<file path="src/hdlc_tx_pkg.sv">
// Purpose: shared constants and carriers of the hdlc transmit processor
// Assumes: apb with 32-bit data, one register per aligned word
// Notes: register indices times four give the byte address
package hdlc_tx_pkg;
	// register indices, byte address is index * 4
	localparam logic [7:0] IDX_CTRL = 8'ha0;
	localparam logic [7:0] IDX_DATA = 8'ha2;
	localparam logic [7:0] IDX_STAT = 8'ha4;
	localparam logic [7:0] IDX_LAT = 8'ha6;
	localparam logic [7:0] IDX_IE = 8'ha8;
	localparam logic [7:0] IDX_LAST = 8'hae;
	// control field positions and reset value
	localparam int F_THR_LSB = 8;
	localparam int F_PSD = 6;
	localparam int F_FEI = 5;
	localparam int F_FILL = 4;
	localparam int F_REV = 3;
	localparam int F_INV = 2;
	localparam int F_FCSDIS = 1;
	localparam int F_FRST = 0;
	localparam logic [4:0] THR_RESET = 5'h10;
	// data register positions
	localparam int D_BYTE_LSB = 8;
	localparam int D_END = 0;
	// status and latched status positions
	localparam int S_AVAIL = 0;
	localparam int S_EMPTY = 1;
	localparam int S_FULL = 2;
	localparam int S_GRP_LSB = 8;
	localparam int L_PEND = 3;
	localparam int L_UNDER = 4;
	localparam int L_OVER = 5;
	localparam logic [5:0] LAT_MASK = 6'h3b;
	// framing constants
	localparam logic [7:0] FLAG_BYTE = 8'h7e;
	localparam logic [7:0] ONES_BYTE = 8'hff;
	localparam logic [15:0] CRC_INIT = 16'hffff;
	localparam logic [15:0] CRC_POLY = 16'h8408;
	localparam logic [2:0] ONES_LIMIT = 3'h5;
	localparam logic [3:0] RAM_PWRUP_CYCLES = 4'h8;
	localparam logic [8:0] FIFO_DEPTH = 9'h100;
	// bus carriers
	typedef struct packed {
		logic psel;
		logic penable;
		logic pwrite;
		logic [11:0] paddr;
		logic [31:0] pwdata;
		logic [3:0] pstrb;
	} apb_req_t;
	typedef struct packed {
		logic pready;
		logic pslverr;
		logic [31:0] prdata;
	} apb_rsp_t;
	// one fifo entry: byte and packet end mark
	typedef struct packed {
		logic last;
		logic [7:0] data;
	} fifo_entry_t;
	// control register image
	typedef struct packed {
		logic [4:0] thr;
		logic psd;
		logic fei;
		logic fill;
		logic rev;
		logic inv;
		logic fcs_dis;
		logic frst;
	} ctrl_t;
endpackage

</file>
<file path="src/hdlc_transmit_packet_processor.sv">
// Purpose: hdlc transmit packet processor with apb registers
// Assumes: framer pulses i_bit_req once per overhead bit slot
// Notes: registers answer with no wait state
// Contract
// - storage available when free exceeds threshold times eight
// - packet start disable stops after current packet
// - fcs inverted crc, error insert sends plain
// - fill with flags or all ones
// - bytes leave lsb first unless reordered
// - optional inversion of every outgoing bit
// - fcs appended unless fcs disabled
// - fifo reset empties, halts, powers down, drops
// - after fifo reset wait ram power-up
// - five registers on even offsets, three unused
// - upper byte write loads byte and end
// - status shows free groups, full, empty, available
// - latched empty, available set on rise, reset release
//
// The APB interface to the registers was decided locally.
module hdlc_transmit_packet_processor (
	// clock and reset
	input wire logic i_ref_clk,
	input wire logic i_rst,
	// apb slave
	input wire hdlc_tx_pkg::apb_req_t i_apb,
	output hdlc_tx_pkg::apb_rsp_t o_apb,
	// serial stream to the overhead channel
	input wire logic i_bit_req,
	output logic o_tx_bit,
	// ram power and interrupt
	output logic o_ram_power_down,
	output logic o_irq
);
	import hdlc_tx_pkg::*;

	typedef enum logic [2:0] {
		ST_FILL = 3'b000,
		ST_OPEN = 3'b001,
		ST_DATA = 3'b010,
		ST_FCS0 = 3'b011,
		ST_FCS1 = 3'b100,
		ST_CLOSE = 3'b101
	} tx_state_t;

	ctrl_t ctrl;
	logic [5:0] lat;
	logic [5:0] ie;
	logic [31:0] rdata;
	logic [3:0] pwr_cnt;
	logic empty_q;
	logic avail_q;
	logic frst_q;
	tx_state_t state;
	tx_state_t next_state;
	logic [7:0] shift;
	logic [7:0] next_byte;
	logic [2:0] bitcnt;
	logic [2:0] ones;
	logic [15:0] crc;
	logic [15:0] crc_step;
	logic [7:0] fcs_hi;
	logic cur_last;
	logic tx_bit;
	logic pop_sel;
	logic under_sel;
	fifo_entry_t fifo_rd;
	logic fifo_empty;
	logic fifo_full;
	logic [8:0] free_bytes;
	logic [7:0] rev_byte;

	// address decode; unused words of the window read zero
	wire logic [7:0] idx = i_apb.paddr[9:2];
	wire logic setup = i_apb.psel && !i_apb.penable;
	// upper address bits must be zero, or the window would alias
	wire logic hi_zero = (i_apb.paddr[11:10] == 2'b00);
	wire logic hit = hi_zero && (idx >= IDX_CTRL) && (idx <= IDX_LAST) &&
		!idx[0];
	wire logic wr = i_apb.psel && i_apb.penable && i_apb.pwrite && hit;
	wire logic sel_ctrl = (idx == IDX_CTRL);
	wire logic sel_data = (idx == IDX_DATA);
	wire logic sel_lat = (idx == IDX_LAT);
	wire logic sel_ie = (idx == IDX_IE);
	wire logic [31:0] wd = i_apb.pwdata;
	assign o_apb = {1'b1, i_apb.psel && i_apb.penable && !hit, rdata};

	// fifo write path, dropped while in reset or powering up
	wire logic ram_ready = (pwr_cnt == 4'h0) && !ctrl.frst;
	wire logic push_req = wr && sel_data && i_apb.pstrb[1];
	wire logic push_ok = push_req && ram_ready;
	wire logic push = push_ok && !fifo_full;
	wire logic over_ev = push_ok && fifo_full;
	wire fifo_entry_t wr_entry = {wd[D_END], wd[D_BYTE_LSB +: 8]};

	// live status
	wire logic avail = free_bytes > {1'b0, ctrl.thr, 3'b000};
	wire logic [5:0] groups = free_bytes[8:3];
	wire logic [15:0] status = {2'b00, groups, 5'b00000, fifo_full,
		fifo_empty, avail};
	wire logic [15:0] ctrl_img = {3'b000, ctrl.thr, 1'b0, ctrl.psd, ctrl.fei,
		ctrl.fill, ctrl.rev, ctrl.inv, ctrl.fcs_dis, ctrl.frst};

	// read mux; data register always reads zero
	wire logic [15:0] rd_mux = sel_ctrl ? ctrl_img :
		(idx == IDX_STAT) ? status :
		sel_lat ? {10'h000, lat} :
		sel_ie ? {10'h000, ie} : 16'h0000;

	// serial engine decode
	wire logic stuff_now = (ones == ONES_LIMIT);
	wire logic stuffed_st = (state == ST_DATA) || (state == ST_FCS0) ||
		(state == ST_FCS1);
	wire logic raw_bit = stuff_now ? 1'b0 : shift[0];
	wire logic step = i_bit_req && !stuff_now;
	wire logic load = step && (bitcnt == 3'h7);
	wire logic halt = ctrl.frst && (state != ST_FILL);
	wire logic start_ok = !fifo_empty && !ctrl.psd && ram_ready;
	wire logic [15:0] fcs_word = ctrl.fei ? crc_step : ~crc_step;
	wire logic [7:0] fill_byte = ctrl.fill ? ONES_BYTE : FLAG_BYTE;
	wire logic [7:0] data_byte = ctrl.rev ? rev_byte : fifo_rd.data;
	wire logic pop = load && pop_sel && !halt;
	wire logic pend_ev = pop && fifo_rd.last;
	wire logic under_ev = load && under_sel && !halt;

	// bit reversal for msb-first order
	for (genvar i = 0; i < 8; i++) begin : g_rev
		assign rev_byte[i] = fifo_rd.data[7 - i];
	end

	// events into the latched register
	wire logic rel_ev = frst_q && !ctrl.frst;
	wire logic [5:0] ev = {over_ev, under_ev, pend_ev, 1'b0,
		(fifo_empty && !empty_q) || rel_ev, (avail && !avail_q) || rel_ev};
	wire logic [5:0] clr = (wr && sel_lat) ? wd[5:0] : 6'h00;

	assign o_tx_bit = tx_bit;
	assign o_ram_power_down = ctrl.frst;
	assign o_irq = |(lat & ie);

	hdlc_tx_fifo u_fifo (
		.i_ref_clk(i_ref_clk),
		.i_rst(i_rst),
		.i_clear(ctrl.frst),
		.i_push(push),
		.i_wr(wr_entry),
		.i_pop(pop),
		.o_rd(fifo_rd),
		.o_empty(fifo_empty),
		.o_full(fifo_full),
		.o_free(free_bytes)
	);

	hdlc_tx_crc16 u_crc (
		.i_crc(crc),
		.i_bit(shift[0]),
		.o_crc(crc_step)
	);

	// what the next byte is, decided at each byte boundary
	always_comb begin
		next_state = ST_FILL;
		next_byte = fill_byte;
		pop_sel = 1'b0;
		under_sel = 1'b0;
		case (state)
		ST_FILL, ST_CLOSE: begin
			if (start_ok) begin
				next_state = ST_OPEN;
				next_byte = FLAG_BYTE;
			end
		end
		ST_OPEN, ST_DATA: begin
			if (state == ST_DATA && cur_last) begin
				next_state = ctrl.fcs_dis ? ST_CLOSE : ST_FCS0;
				next_byte = ctrl.fcs_dis ? FLAG_BYTE : fcs_word[7:0];
			end else if (fifo_empty) begin
				// underflow closes the frame early, receiver sees a bad fcs
				next_state = ST_CLOSE;
				next_byte = FLAG_BYTE;
				under_sel = 1'b1;
			end else begin
				next_state = ST_DATA;
				next_byte = data_byte;
				pop_sel = 1'b1;
			end
		end
		ST_FCS0: begin
			next_state = ST_FCS1;
			next_byte = fcs_hi;
		end
		ST_FCS1: begin
			next_state = ST_CLOSE;
			next_byte = FLAG_BYTE;
		end
		default: begin
			next_state = ST_FILL;
			next_byte = FLAG_BYTE;
		end
		endcase
	end

	// control and enable registers
	always_ff @(posedge i_ref_clk) begin
		if (i_rst) begin
			ctrl <= {THR_RESET, 7'h00};
			ie <= 6'h00;
		end else begin
			if (wr && sel_ctrl && i_apb.pstrb[1])
				ctrl.thr <= wd[F_THR_LSB +: 5];
			if (wr && sel_ctrl && i_apb.pstrb[0]) begin
				ctrl.psd <= wd[F_PSD];
				ctrl.fei <= wd[F_FEI];
				ctrl.fill <= wd[F_FILL];
				ctrl.rev <= wd[F_REV];
				ctrl.inv <= wd[F_INV];
				ctrl.fcs_dis <= wd[F_FCSDIS];
				ctrl.frst <= wd[F_FRST];
			end
			if (wr && sel_ie)
				ie <= wd[5:0] & LAT_MASK;
		end
	end

	// read data is captured in the setup cycle
	always_ff @(posedge i_ref_clk) begin
		if (i_rst)
			rdata <= 32'h00000000;
		else if (setup)
			rdata <= {16'h0000, rd_mux};
	end

	// latched status: a set in the clearing cycle wins
	always_ff @(posedge i_ref_clk) begin
		if (i_rst) begin
			lat <= 6'h00;
			empty_q <= 1'b1;
			avail_q <= 1'b1;
			frst_q <= 1'b0;
		end else begin
			lat <= ((lat & ~clr) | ev) & LAT_MASK;
			empty_q <= fifo_empty;
			avail_q <= avail;
			frst_q <= ctrl.frst;
		end
	end

	// ram power-up wait after fifo reset release
	always_ff @(posedge i_ref_clk) begin
		if (i_rst)
			pwr_cnt <= 4'h0;
		else if (ctrl.frst)
			pwr_cnt <= RAM_PWRUP_CYCLES;
		else if (pwr_cnt != 4'h0)
			pwr_cnt <= pwr_cnt - 4'h1;
	end

	// output bit, inverted after framing
	always_ff @(posedge i_ref_clk) begin
		if (i_rst)
			tx_bit <= 1'b0;
		else if (i_bit_req)
			tx_bit <= raw_bit ^ ctrl.inv;
	end

	// serial engine
	always_ff @(posedge i_ref_clk) begin
		if (i_rst || halt) begin
			state <= ST_FILL;
			shift <= FLAG_BYTE;
			bitcnt <= 3'h0;
			ones <= 3'h0;
			crc <= CRC_INIT;
			fcs_hi <= 8'h00;
			cur_last <= 1'b0;
		end else if (step) begin
			ones <= (stuffed_st && shift[0]) ? ones + 3'h1 : 3'h0;
			if (state == ST_DATA)
				crc <= crc_step;
			if (load) begin
				state <= next_state;
				shift <= next_byte;
				bitcnt <= 3'h0;
				if (pop)
					cur_last <= fifo_rd.last;
				if (next_state == ST_FCS0)
					fcs_hi <= fcs_word[15:8];
				if (next_state == ST_OPEN)
					crc <= CRC_INIT;
			end else begin
				shift <= {1'b0, shift[7:1]};
				bitcnt <= bitcnt + 3'h1;
			end
		end else if (i_bit_req) begin
			ones <= 3'h0; // stuffed zero breaks the run
		end
	end

	avail_rel_a: assert property (@(posedge i_ref_clk) disable iff (i_rst)
		status[S_AVAIL] == (free_bytes >= {1'b0, ctrl.thr, 3'b000} + 9'h001))
		else $error("storage available flag disagrees with threshold");

	start_block_a: assert property (@(posedge i_ref_clk) disable iff (i_rst)
		(ctrl.psd && state == ST_FILL) |=> state != ST_OPEN)
		else $error("frame started while packet start disabled");

	fcs_sel_a: assert property (@(posedge i_ref_clk) disable iff (i_rst)
		(load && !halt && next_state == ST_FCS0) |=>
		shift == ($past(ctrl.fei) ? $past(crc_step[7:0]) : ~$past(crc_step[7:0])))
		else $error("fcs low byte polarity wrong");

	fill_ones_a: assert property (@(posedge i_ref_clk) disable iff (i_rst)
		(state == ST_FILL && ctrl.fill && bitcnt == 3'h7 && load && !start_ok)
		|=> shift == ONES_BYTE)
		else $error("ones fill not loaded");

	data_order_a: assert property (@(posedge i_ref_clk) disable iff (i_rst)
		pop |=> shift[0] == ($past(ctrl.rev) ? $past(fifo_rd.data[7])
		: $past(fifo_rd.data[0])))
		else $error("first data bit in wrong order");

	invert_a: assert property (@(posedge i_ref_clk) disable iff (i_rst)
		(i_bit_req && stuff_now) |=> o_tx_bit == $past(ctrl.inv))
		else $error("stuffed bit polarity wrong");

	no_fcs_a: assert property (@(posedge i_ref_clk) disable iff (i_rst)
		(load && !halt && state == ST_DATA && cur_last) |=>
		state == ($past(ctrl.fcs_dis) ? ST_CLOSE : ST_FCS0))
		else $error("wrong step after last data byte");

	rst_drop_a: assert property (@(posedge i_ref_clk) disable iff (i_rst)
		ctrl.frst |=> fifo_empty && state == ST_FILL)
		else $error("fifo reset did not empty and halt");

	pwrup_a: assert property (@(posedge i_ref_clk) disable iff (i_rst)
		$fell(ctrl.frst) |-> !push_ok [*8] ##1 ram_ready)
		else $error("power-up wait length wrong");

	latch_rel_a: assert property (@(posedge i_ref_clk) disable iff (i_rst)
		$fell(ctrl.frst) |=> lat[S_EMPTY] && lat[S_AVAIL])
		else $error("latched flags not set at reset release");
endmodule // hdlc_transmit_packet_processor

</file>
<file path="src/hdlc_tx_crc16.sv">
// Purpose: one serial step of the reflected crc-16
// Assumes: lsb-first bit order of the hdlc frame
// Notes: purely combinational
module hdlc_tx_crc16 (
	// state in and bit
	input wire logic [15:0] i_crc,
	input wire logic i_bit,
	// state after the bit
	output logic [15:0] o_crc
);
	import hdlc_tx_pkg::*;
	// feedback decides whether the polynomial folds in
	wire logic fb = i_crc[0] ^ i_bit;
	assign o_crc = {1'b0, i_crc[15:1]} ^ (fb ? CRC_POLY : 16'h0000);
endmodule // hdlc_tx_crc16

</file>
<file path="src/hdlc_tx_fifo.sv">
// Purpose: 256 entry transmit fifo held in flip-flops
// Assumes: caller never pushes when full nor pops when empty
// Notes: clear empties it in one cycle
module hdlc_tx_fifo (
	// clock and reset
	input wire logic i_ref_clk,
	input wire logic i_rst,
	input wire logic i_clear,
	// write side
	input wire logic i_push,
	input wire hdlc_tx_pkg::fifo_entry_t i_wr,
	// read side
	input wire logic i_pop,
	output hdlc_tx_pkg::fifo_entry_t o_rd,
	// fill state
	output logic o_empty,
	output logic o_full,
	output logic [8:0] o_free
);
	import hdlc_tx_pkg::*;
	fifo_entry_t mem [256];
	logic [7:0] wptr;
	logic [7:0] rptr;
	logic [8:0] count;
	// live flags from the occupancy count
	assign o_empty = (count == 9'h000);
	assign o_full = (count == FIFO_DEPTH);
	assign o_free = FIFO_DEPTH - count;
	assign o_rd = mem[rptr];
	// storage, no reset needed as pointers guard it
	always_ff @(posedge i_ref_clk) begin
		if (i_push)
			mem[wptr] <= i_wr;
	end
	// pointers and count
	always_ff @(posedge i_ref_clk) begin
		if (i_rst || i_clear) begin
			wptr <= 8'h00;
			rptr <= 8'h00;
			count <= 9'h000;
		end else begin
			if (i_push)
				wptr <= wptr + 8'h01;
			if (i_pop)
				rptr <= rptr + 8'h01;
			count <= count + {8'h00, i_push} - {8'h00, i_pop};
		end
	end
endmodule // hdlc_tx_fifo

</file>
<file path="config.mk">
export PLATFORM = sky130hd
export DESIGN_NAME = hdlc_transmit_packet_processor
export DESIGN_NICKNAME = d
export VERILOG_FILES = /design/src/hdlc_tx_pkg.sv /design/src/hdlc_transmit_packet_processor.sv /design/src/hdlc_tx_crc16.sv /design/src/hdlc_tx_fifo.sv
export SDC_FILE = /design/constraint.sdc
export NUM_CORES = 2
export LEC_CHECK = 0
export BUFFER_PORTS_ARGS = -buffer_cell sky130_fd_sc_hd__buf_2
export CAP_MARGIN = 20
export CORE_UTILIZATION = 40
export CTS_CLUSTER_DIAMETER = 40
export DETAILED_ROUTE_END_ITERATION = 8
export PLACE_DENSITY_LB_ADDON = 0.3
export SYNTH_ARGS = -nofsm -noshare
export SYNTH_HDL_FRONTEND = slang
export SYNTH_SLANG_ARGS = --single-unit
</file>
<file path="constraint.sdc">
create_clock -name i_ref_clk -period 3.5 [get_ports i_ref_clk]
set_input_delay 0.7 -clock i_ref_clk [delete_from_list [all_inputs] [get_ports i_ref_clk]]
set_output_delay 0.7 -clock i_ref_clk [all_outputs]
set_load 0.01 [all_outputs]
</file>
* After elaboration in Yosys (flattened, before gate mapping)
Memories as Yosys holds them, arrays and structs flattened. A register that Yosys moved wholly into a read port is not among the register bits.
Cells that the tools add are included.
** Storage, ports and cells
- Word-level logic and storage cells :: 169
- Output and inout bits :: 37
- Flip-flop bits (word level) :: 114
- RAM bits :: 2304
- Memories :: 1
** Memory list
- u_fifo.mem :: words 256, width 9, read ports 1, clocked after memory_dff 1, write ports 1, line hdlc_tx_fifo.sv:21 : fifo_entry_t mem [256];
** Operators by class
- Multiplexer cells :: 40
- Eq/ne operators :: 15
- Bitwise gates (word level) :: 8
- Add/sub/neg operators :: 8
- $lt $le $gt $ge :: 3
- Reductions and logical operators :: 66
** Operators by type and width (count)
- $mux 16 :: 5
- $mux 8 :: 9
- $eq 8x8->1 const B :: 5
- $logic_and 1x1->1 :: 34
- $mux 14 :: 2
- $pmux 8 s3 :: 1
- $mux 3 :: 7
- $mux 6 :: 3
- $add 8x1->8 const B :: 2
- $not 16->16 :: 1
- $xor 15x16->16 :: 1
- $and 6x6->6 :: 2
- $eq 3x3->1 const B :: 4
- $pmux 3 s4 :: 1
- $logic_not 1->1 :: 11
- $mux 1 :: 10
- $add 9x1->9 :: 1
- $eq 3x2->1 const B :: 3
- $eq 9x9->1 const B :: 1
- $gt 9x8->1 :: 1
- $logic_not 9->1 :: 1
- $sub 9x1->9 :: 1
- $sub 9x9->9 const A :: 1
- $ge 8x8->1 const B :: 1
- other kinds (19) :: 32

* Longest topological paths before layout
- Depth after elaboration :: 11
- Gate-level depth with buffers :: 22
- Mapped depth without buffers :: 20

* Cells and area by module
Synthesis repeated with hierarchy kept, for this count alone.
** Unflattened totals
- Cell total of the unflattened synthesis :: 4768
- Area total of the unflattened synthesis :: 95111.2 um^2
** By module, submodules not included
- hdlc_tx_fifo :: times used 1, cells an instance 4239, sequential area each 69847.0 um^2, area an instance 90423.0 um^2
- hdlc_transmit_packet_processor :: times used 1, cells an instance 512, sequential area each 1701.6 um^2, area an instance 4526.8 um^2
- hdlc_tx_crc16 :: times used 1, cells an instance 17, sequential area each 0.0 um^2, area an instance 161.4 um^2

* Worst setup path before layout
OpenSTA, ideal clock, no wires.
- Path kind :: input-to-reg
- From :: input i_apb[38] in the netlist's numbering
- To :: register u_fifo.count[8]
- Arrival time :: 3.641 ns
- Setup slack :: -0.268 ns
- Path buffers :: 2
- Data required time :: 3.373 ns
- Setup time :: 0.127 ns
- Stages on the path :: 17
- Cell sequence :: nor3b_1 nand3b_1 or4_1 clkbuf_1 nor3_2 buf_4 ha_1 inv_1 fa_1 o21bai_1 a21oi_1 o21bai_1 a21oi_1 o21bai_1 a21oi_1 xnor2_1 nor2_1
** Between the ends
- Longest elaborated chain between the ends :: 11
- Elaborated cells between the ends (all ways) :: 14
- Those cells by class :: add/sub (2); order compare (2); eq/ne (1); reduce/logical (9)
** RTL lines
- start: declaration :: line hdlc_transmit_packet_processor.sv:25 : input wire hdlc_tx_pkg::apb_req_t i_apb,
- $ge 8x8->1 :: line hdlc_transmit_packet_processor.sv:77 : wire logic hit = hi_zero && (idx >= IDX_CTRL) && (idx <= IDX_LAST) &&
- $logic_and 1x1->1 (3 in a row) :: line hdlc_transmit_packet_processor.sv:77
- $logic_and 1x1->1 :: line hdlc_transmit_packet_processor.sv:79 : wire logic wr = i_apb.psel && i_apb.penable && i_apb.pwrite && hit;
- $logic_and 1x1->1 (*) (2 in a row) :: line hdlc_transmit_packet_processor.sv:89 : wire logic push_req = wr && sel_data && i_apb.pstrb[1];
- $logic_and 1x1->1 (*) :: line hdlc_transmit_packet_processor.sv:90 : wire logic push_ok = push_req && ram_ready;
- $logic_and 1x1->1 (*) :: line hdlc_transmit_packet_processor.sv:91 : wire logic push = push_ok && !fifo_full;
- $add 9x1->9 (*) :: line hdlc_tx_fifo.sv:46 : count <= count + {8'h00, i_push} - {8'h00, i_pop};
- $sub 9x1->9 (*) :: line hdlc_tx_fifo.sv:46
- end signal: assignment :: line hdlc_tx_fifo.sv:46
- end: declaration :: line hdlc_tx_fifo.sv:24 : logic [8:0] count;
Every way passes the cells marked *; elsewhere a longest branch is shown, timed or not.
A chain may end at the register's enable or synchronous reset.

==> metrics.log <==
[metrics] synth-to-layout area growth: 21.8%
[metrics] part of the total power dissipated in combinational logic: roughly 1.3%
[metrics] peak ir drop on the vdd network: approximately 460 µV
[metrics] critical-path cell list: buf_4 > buf_12 > buf_12 > buf_4 > mux4_2 > a21oi_1 > o211ai_1 > a211oi_1 > buf_4 > a32oi_1 > nand2_1 > buf_12 > o21ai_1
[metrics] Iteration-0 DRC Markers: 6518
[metrics] number of register bits inferred by synthesis: ~2400
[metrics] number of nets in the finished design: 5916
[metrics] sequential element share of the synthesized area: 75.1%
[metrics] layout cell share with drive strength beyond 1: between 30% and 40%
[metrics] clock input transition at the sequential cells of the worst setup and hold paths: about 60 ps
[metrics] Placer Congestion: between 0.8 and 0.9
[metrics] multiplexer area fraction after synthesis: between 10 and 15%
[metrics] minimum period implied by the final worst setup slack: 3500 ps
[metrics] largest clock skew in the final design: around 50 ps
[metrics] Crit-path slowest cell: sky130_fd_sc_hd__mux4_2
[metrics] number of different library cells in the post-synthesis netlist: 84
[metrics] first-pass GRT wire length: around 380 mm
[metrics] antenna violations before repair: 11
[metrics] ranking of synthesized cells by area: sky130_fd_sc_hd__edfxtp_1, sky130_fd_sc_hd__mux4_2, sky130_fd_sc_hd__mux2i_1
[metrics] least setup slack across all paths after layout: 2.56 ps
[metrics] Critical Path RT: 4290 ps
[metrics] count of unresolved DRC violations after routing: 0
[metrics] post-route ant nets: 0
[metrics] most used flip-flop cell after synthesis: sky130_fd_sc_hd__edfxtp_1
[metrics] net switching share of the total power: 20.4%
[metrics] Initial Utilization: between 40% and 50%
[metrics] CTS max path bufs: 4
[metrics] CTS HTree Levels: 5
[metrics] share of the synthesized netlist area taken by xor and xnor gates: less than 1%
[metrics] area share of the largest cell type after synthesis: approximately 73%
[metrics] status: finished, final reports clean
[metrics] DIE HEIGHT: roughly 500 µm
[metrics] area fraction in and, or, nand and nor cells after synthesis: 3.60%
[metrics] Via-to-Cell Ratio: roughly 5.7
[metrics] compound-cell area share of the yosys netlist: roughly 4.5%
[metrics] number of ports placed on the die boundary: slightly above 90
[metrics] vias post-DR: roughly 53000
[metrics] Pre-Repair DR Iteration Count: 6
[metrics] TritonCTS clock tree: built
[metrics] total wirelength of the detailed-routed design: 265 mm
[metrics] RSZ-0062 raised after global routing: yes
[metrics] number of filler cells placed in the layout: approximately 19000
[metrics] adder and majority cell fraction of the synthesized area: less than 1%
[metrics] GRT Overall Usage: approximately 22%
[metrics] slowest cell delay on critical path: 570 ps
[metrics] Leak Pwr: about 0.037 µW
[metrics] sequential fraction of design power: a little under half
[metrics] residual overflow from global routing: 0
[metrics] largest net degree at the start of global routing: roughly 160
[metrics] number of global-route vias before repair: 51900
[metrics] Post-Synthesis Cells: around 5000
[metrics] Hold/Removal Path Class: primary input to flip-flop
[metrics] Switching Power: between 10000 and 15000 µW
[metrics] number of buffers added by the clock tree synthesis step: about 340
[metrics] drt wl/cell: 28.7 µm
[metrics] Synth area leader: sky130_fd_sc_hd__edfxtp_1
[metrics] post-route total power: around 67000 µW
[metrics] mapped cell area: about 95000 µm²
[metrics] insertion delay to the later sink of the worst-skew pair: between 900 and 1000 ps
[metrics] worst-margin pin slew: approximately 1100 ps
[metrics] total setup violations reported at the end of the flow: 0
[metrics] count of flip-flops with a built-in enable after synthesis: 2304
[metrics] Pwr Density: slightly below 600 nW/µm²
[metrics] area of the die: between 200000 and 250000 µm²
[metrics] clock network fraction of total power: 51.3%
[metrics] classification of the worst setup path: flip-flop to flip-flop
[metrics] type of element launching the critical path: flip-flop
[metrics] # port buffers: between 40 and 50
[metrics] Critical Path AT: 4290 ps
[metrics] Post-Synthesis Mean Instance Area: roughly 19 µm²
[metrics] number of hold violations in the final report: 0
[metrics] Max Clock Freq: 286 MHz
[metrics] yosys warns: 0
[metrics] floorplan die width: just under 500 µm
[metrics] Cell Int Power: roughly 53000 µW
[metrics] Slew headroom: a little over a quarter
[metrics] max-cap check violation count: 0
[metrics] half-perimeter wire length of the detailed placement result: ~170 mm
[metrics] number of cell rows: approximately 180
[metrics] Async SR Flop Fraction: 0%
[metrics] worst slack on hold paths: 75.0 ps
[metrics] Critical Path End Type: flip-flop
[metrics] largest fanout on the critical path: 10
[metrics] dominant combinational cell family by area after synthesis: multiplexers
[metrics] Place WS: -303 ps
[metrics] clock root buffer master: sky130_fd_sc_hd__clkbuf_16
[metrics] share of the cycle needed by the critical path after routing: 99.9%
[metrics] core area: around 240000 µm²
[metrics] Final Max Tran Viols: 0
[metrics] clock sink count: roughly 2400
-- final cells by class --
class	count	area, µm²	area share (%)
inverter	38	143	0.123
tap	3150	3940	3.40
sequential	2422	71600	61.7
timing repair buffer	783	6910	5.96
multi-input combinational	2242	22100	19.0
clock buffer	374	8810	7.59
clock inverter	228	2570	2.22
antenna	4	10.0	0.00863
-- worst max-delay path: cells and delay by family, from the launching register on --
family	cells	cell delay, ps
AO/OA/AOI/OAI	5	1140
buffers and inverters	6	1000
flip-flops	1	490
multiplexers	1	570
AND/OR/NAND/NOR	1	160
-- cells in the mapped netlist (13+ instances only) --
cell,instances
sky130_fd_sc_hd__edfxtp_1,2304
sky130_fd_sc_hd__ha_1,33
sky130_fd_sc_hd__clkbuf_1,117
sky130_fd_sc_hd__buf_4,57
sky130_fd_sc_hd__a211oi_1,45
sky130_fd_sc_hd__nor2b_1,23
sky130_fd_sc_hd__nand3_2,14
sky130_fd_sc_hd__a221oi_1,13
sky130_fd_sc_hd__dfxtp_1,118
sky130_fd_sc_hd__o22ai_1,74
sky130_fd_sc_hd__nand2_1,136
sky130_fd_sc_hd__buf_6,23
sky130_fd_sc_hd__a22oi_1,196
sky130_fd_sc_hd__inv_1,35
sky130_fd_sc_hd__a21oi_1,102
sky130_fd_sc_hd__xnor2_1,25
sky130_fd_sc_hd__nand3_1,58
sky130_fd_sc_hd__o22a_1,20
sky130_fd_sc_hd__nand2b_1,13
sky130_fd_sc_hd__a22o_1,15
sky130_fd_sc_hd__xor2_1,24
sky130_fd_sc_hd__nor3_1,21
sky130_fd_sc_hd__nand4_1,21
sky130_fd_sc_hd__buf_2,101
sky130_fd_sc_hd__nor2_1,408
sky130_fd_sc_hd__mux2i_1,327
sky130_fd_sc_hd__o311a_1,13
sky130_fd_sc_hd__mux4_2,440
sky130_fd_sc_hd__o21ai_0,24
-- timing repair --
action / 4_1_cts / 5_1_grt
resized for setup: 12 / 24
buffers inserted: 3 / 4
gates cloned: 0 / 3
pin swaps: 1 / 5
endpoints found under the setup margin: 5 / 11
hold buffers: 2 / 0
endpoints found under the hold margin: 2 / 0
-- sequential cells by signal, summed over array words and instances (netlist names), 4 cells and up, named ones only --
name          cells
lat               5
shift             8
crc              16
u_fifo.wptr       8
u_fifo.rptr       8
fcs_hi            8
u_fifo.mem     2304
ctrl             11
pwr_cnt           4
u_fifo.count      9
ie                5
rdata            13
-- cell families after synthesis --
logic type      count (synthesis)
simple gates                  765
compound gates                598
fa+ha+maj                      34
flops                        2422
other cells                     2
mux                           776
buf+inv                       352
xor+xnor                       49
-- stage by stage --
stage	instances	util [%]	setup TNS, ps	area (µm²)
6_report	9241	49.2	0	116000
5_1_grt	9237	49.1	-72.0	116000
4_1_cts	9230	49.1	0	116000
3_5_place_dp	8623	44.2	-33810	104000
3_3_place_gp	8622	44.2	-61570	104000
2_1_floorplan	5016	-	-88.8	95400
-- per-layer routing --
metal  track usage, %  vias to the layer above  part of all wire [%]  wire (µm)
li1                 -                    22100                     -          -
met1             30.3                    27400                    41     109000
met2             34.2                     2605                    47     124000
met3             4.62                      458                   9.1      24200
met4             6.63                        4                   3.0       7950
met5                0                        -                 0.091        242
-- cells in the final DEF (no fill, tap or decap), types with 74 or more instances in the layout --
master / instances
sky130_fd_sc_hd__o22ai_1: 74
sky130_fd_sc_hd__buf_4: 647
sky130_fd_sc_hd__nand2_1: 136
sky130_fd_sc_hd__mux4_2: 440
sky130_fd_sc_hd__clkbuf_16: 351
sky130_fd_sc_hd__mux2i_1: 327
sky130_fd_sc_hd__edfxtp_1: 2304
sky130_fd_sc_hd__a21oi_1: 99
sky130_fd_sc_hd__dfxtp_1: 108
sky130_fd_sc_hd__nor2_1: 406
sky130_fd_sc_hd__a22oi_1: 195
-- power groups by stage --
stage / clock network, µW / registers, µW / logic [µW]
global route: 35900 / 31800 / 912
CTS: 34700 / 31800 / 854
finish: 34300 / 31800 / 845
floorplan: 0 / 32400 / 208
global placement: 0 / 32400 / 810
detailed placement: 0 / 32400 / 853
-- path summary, 6_finish.rpt --
kind | start | to | slack (ps) | cells after the start
worst max-delay path | flip-flop | shift[7]$_SDFFE_PP0P_ | 3 | 13
worst min-delay path | i_apb[7] | ctrl[3]$_SDFFE_PP0P_ | 70 | 3
worst max register to register | flip-flop | shift[7]$_SDFFE_PP0P_ | 3 | 13
worst min register to register | rdata[6]$_SDFFE_PP0P_ | rdata[6]$_SDFFE_PP0P_ | 460 | 2
Note: power is estimated with default switching activity, not from simulation.
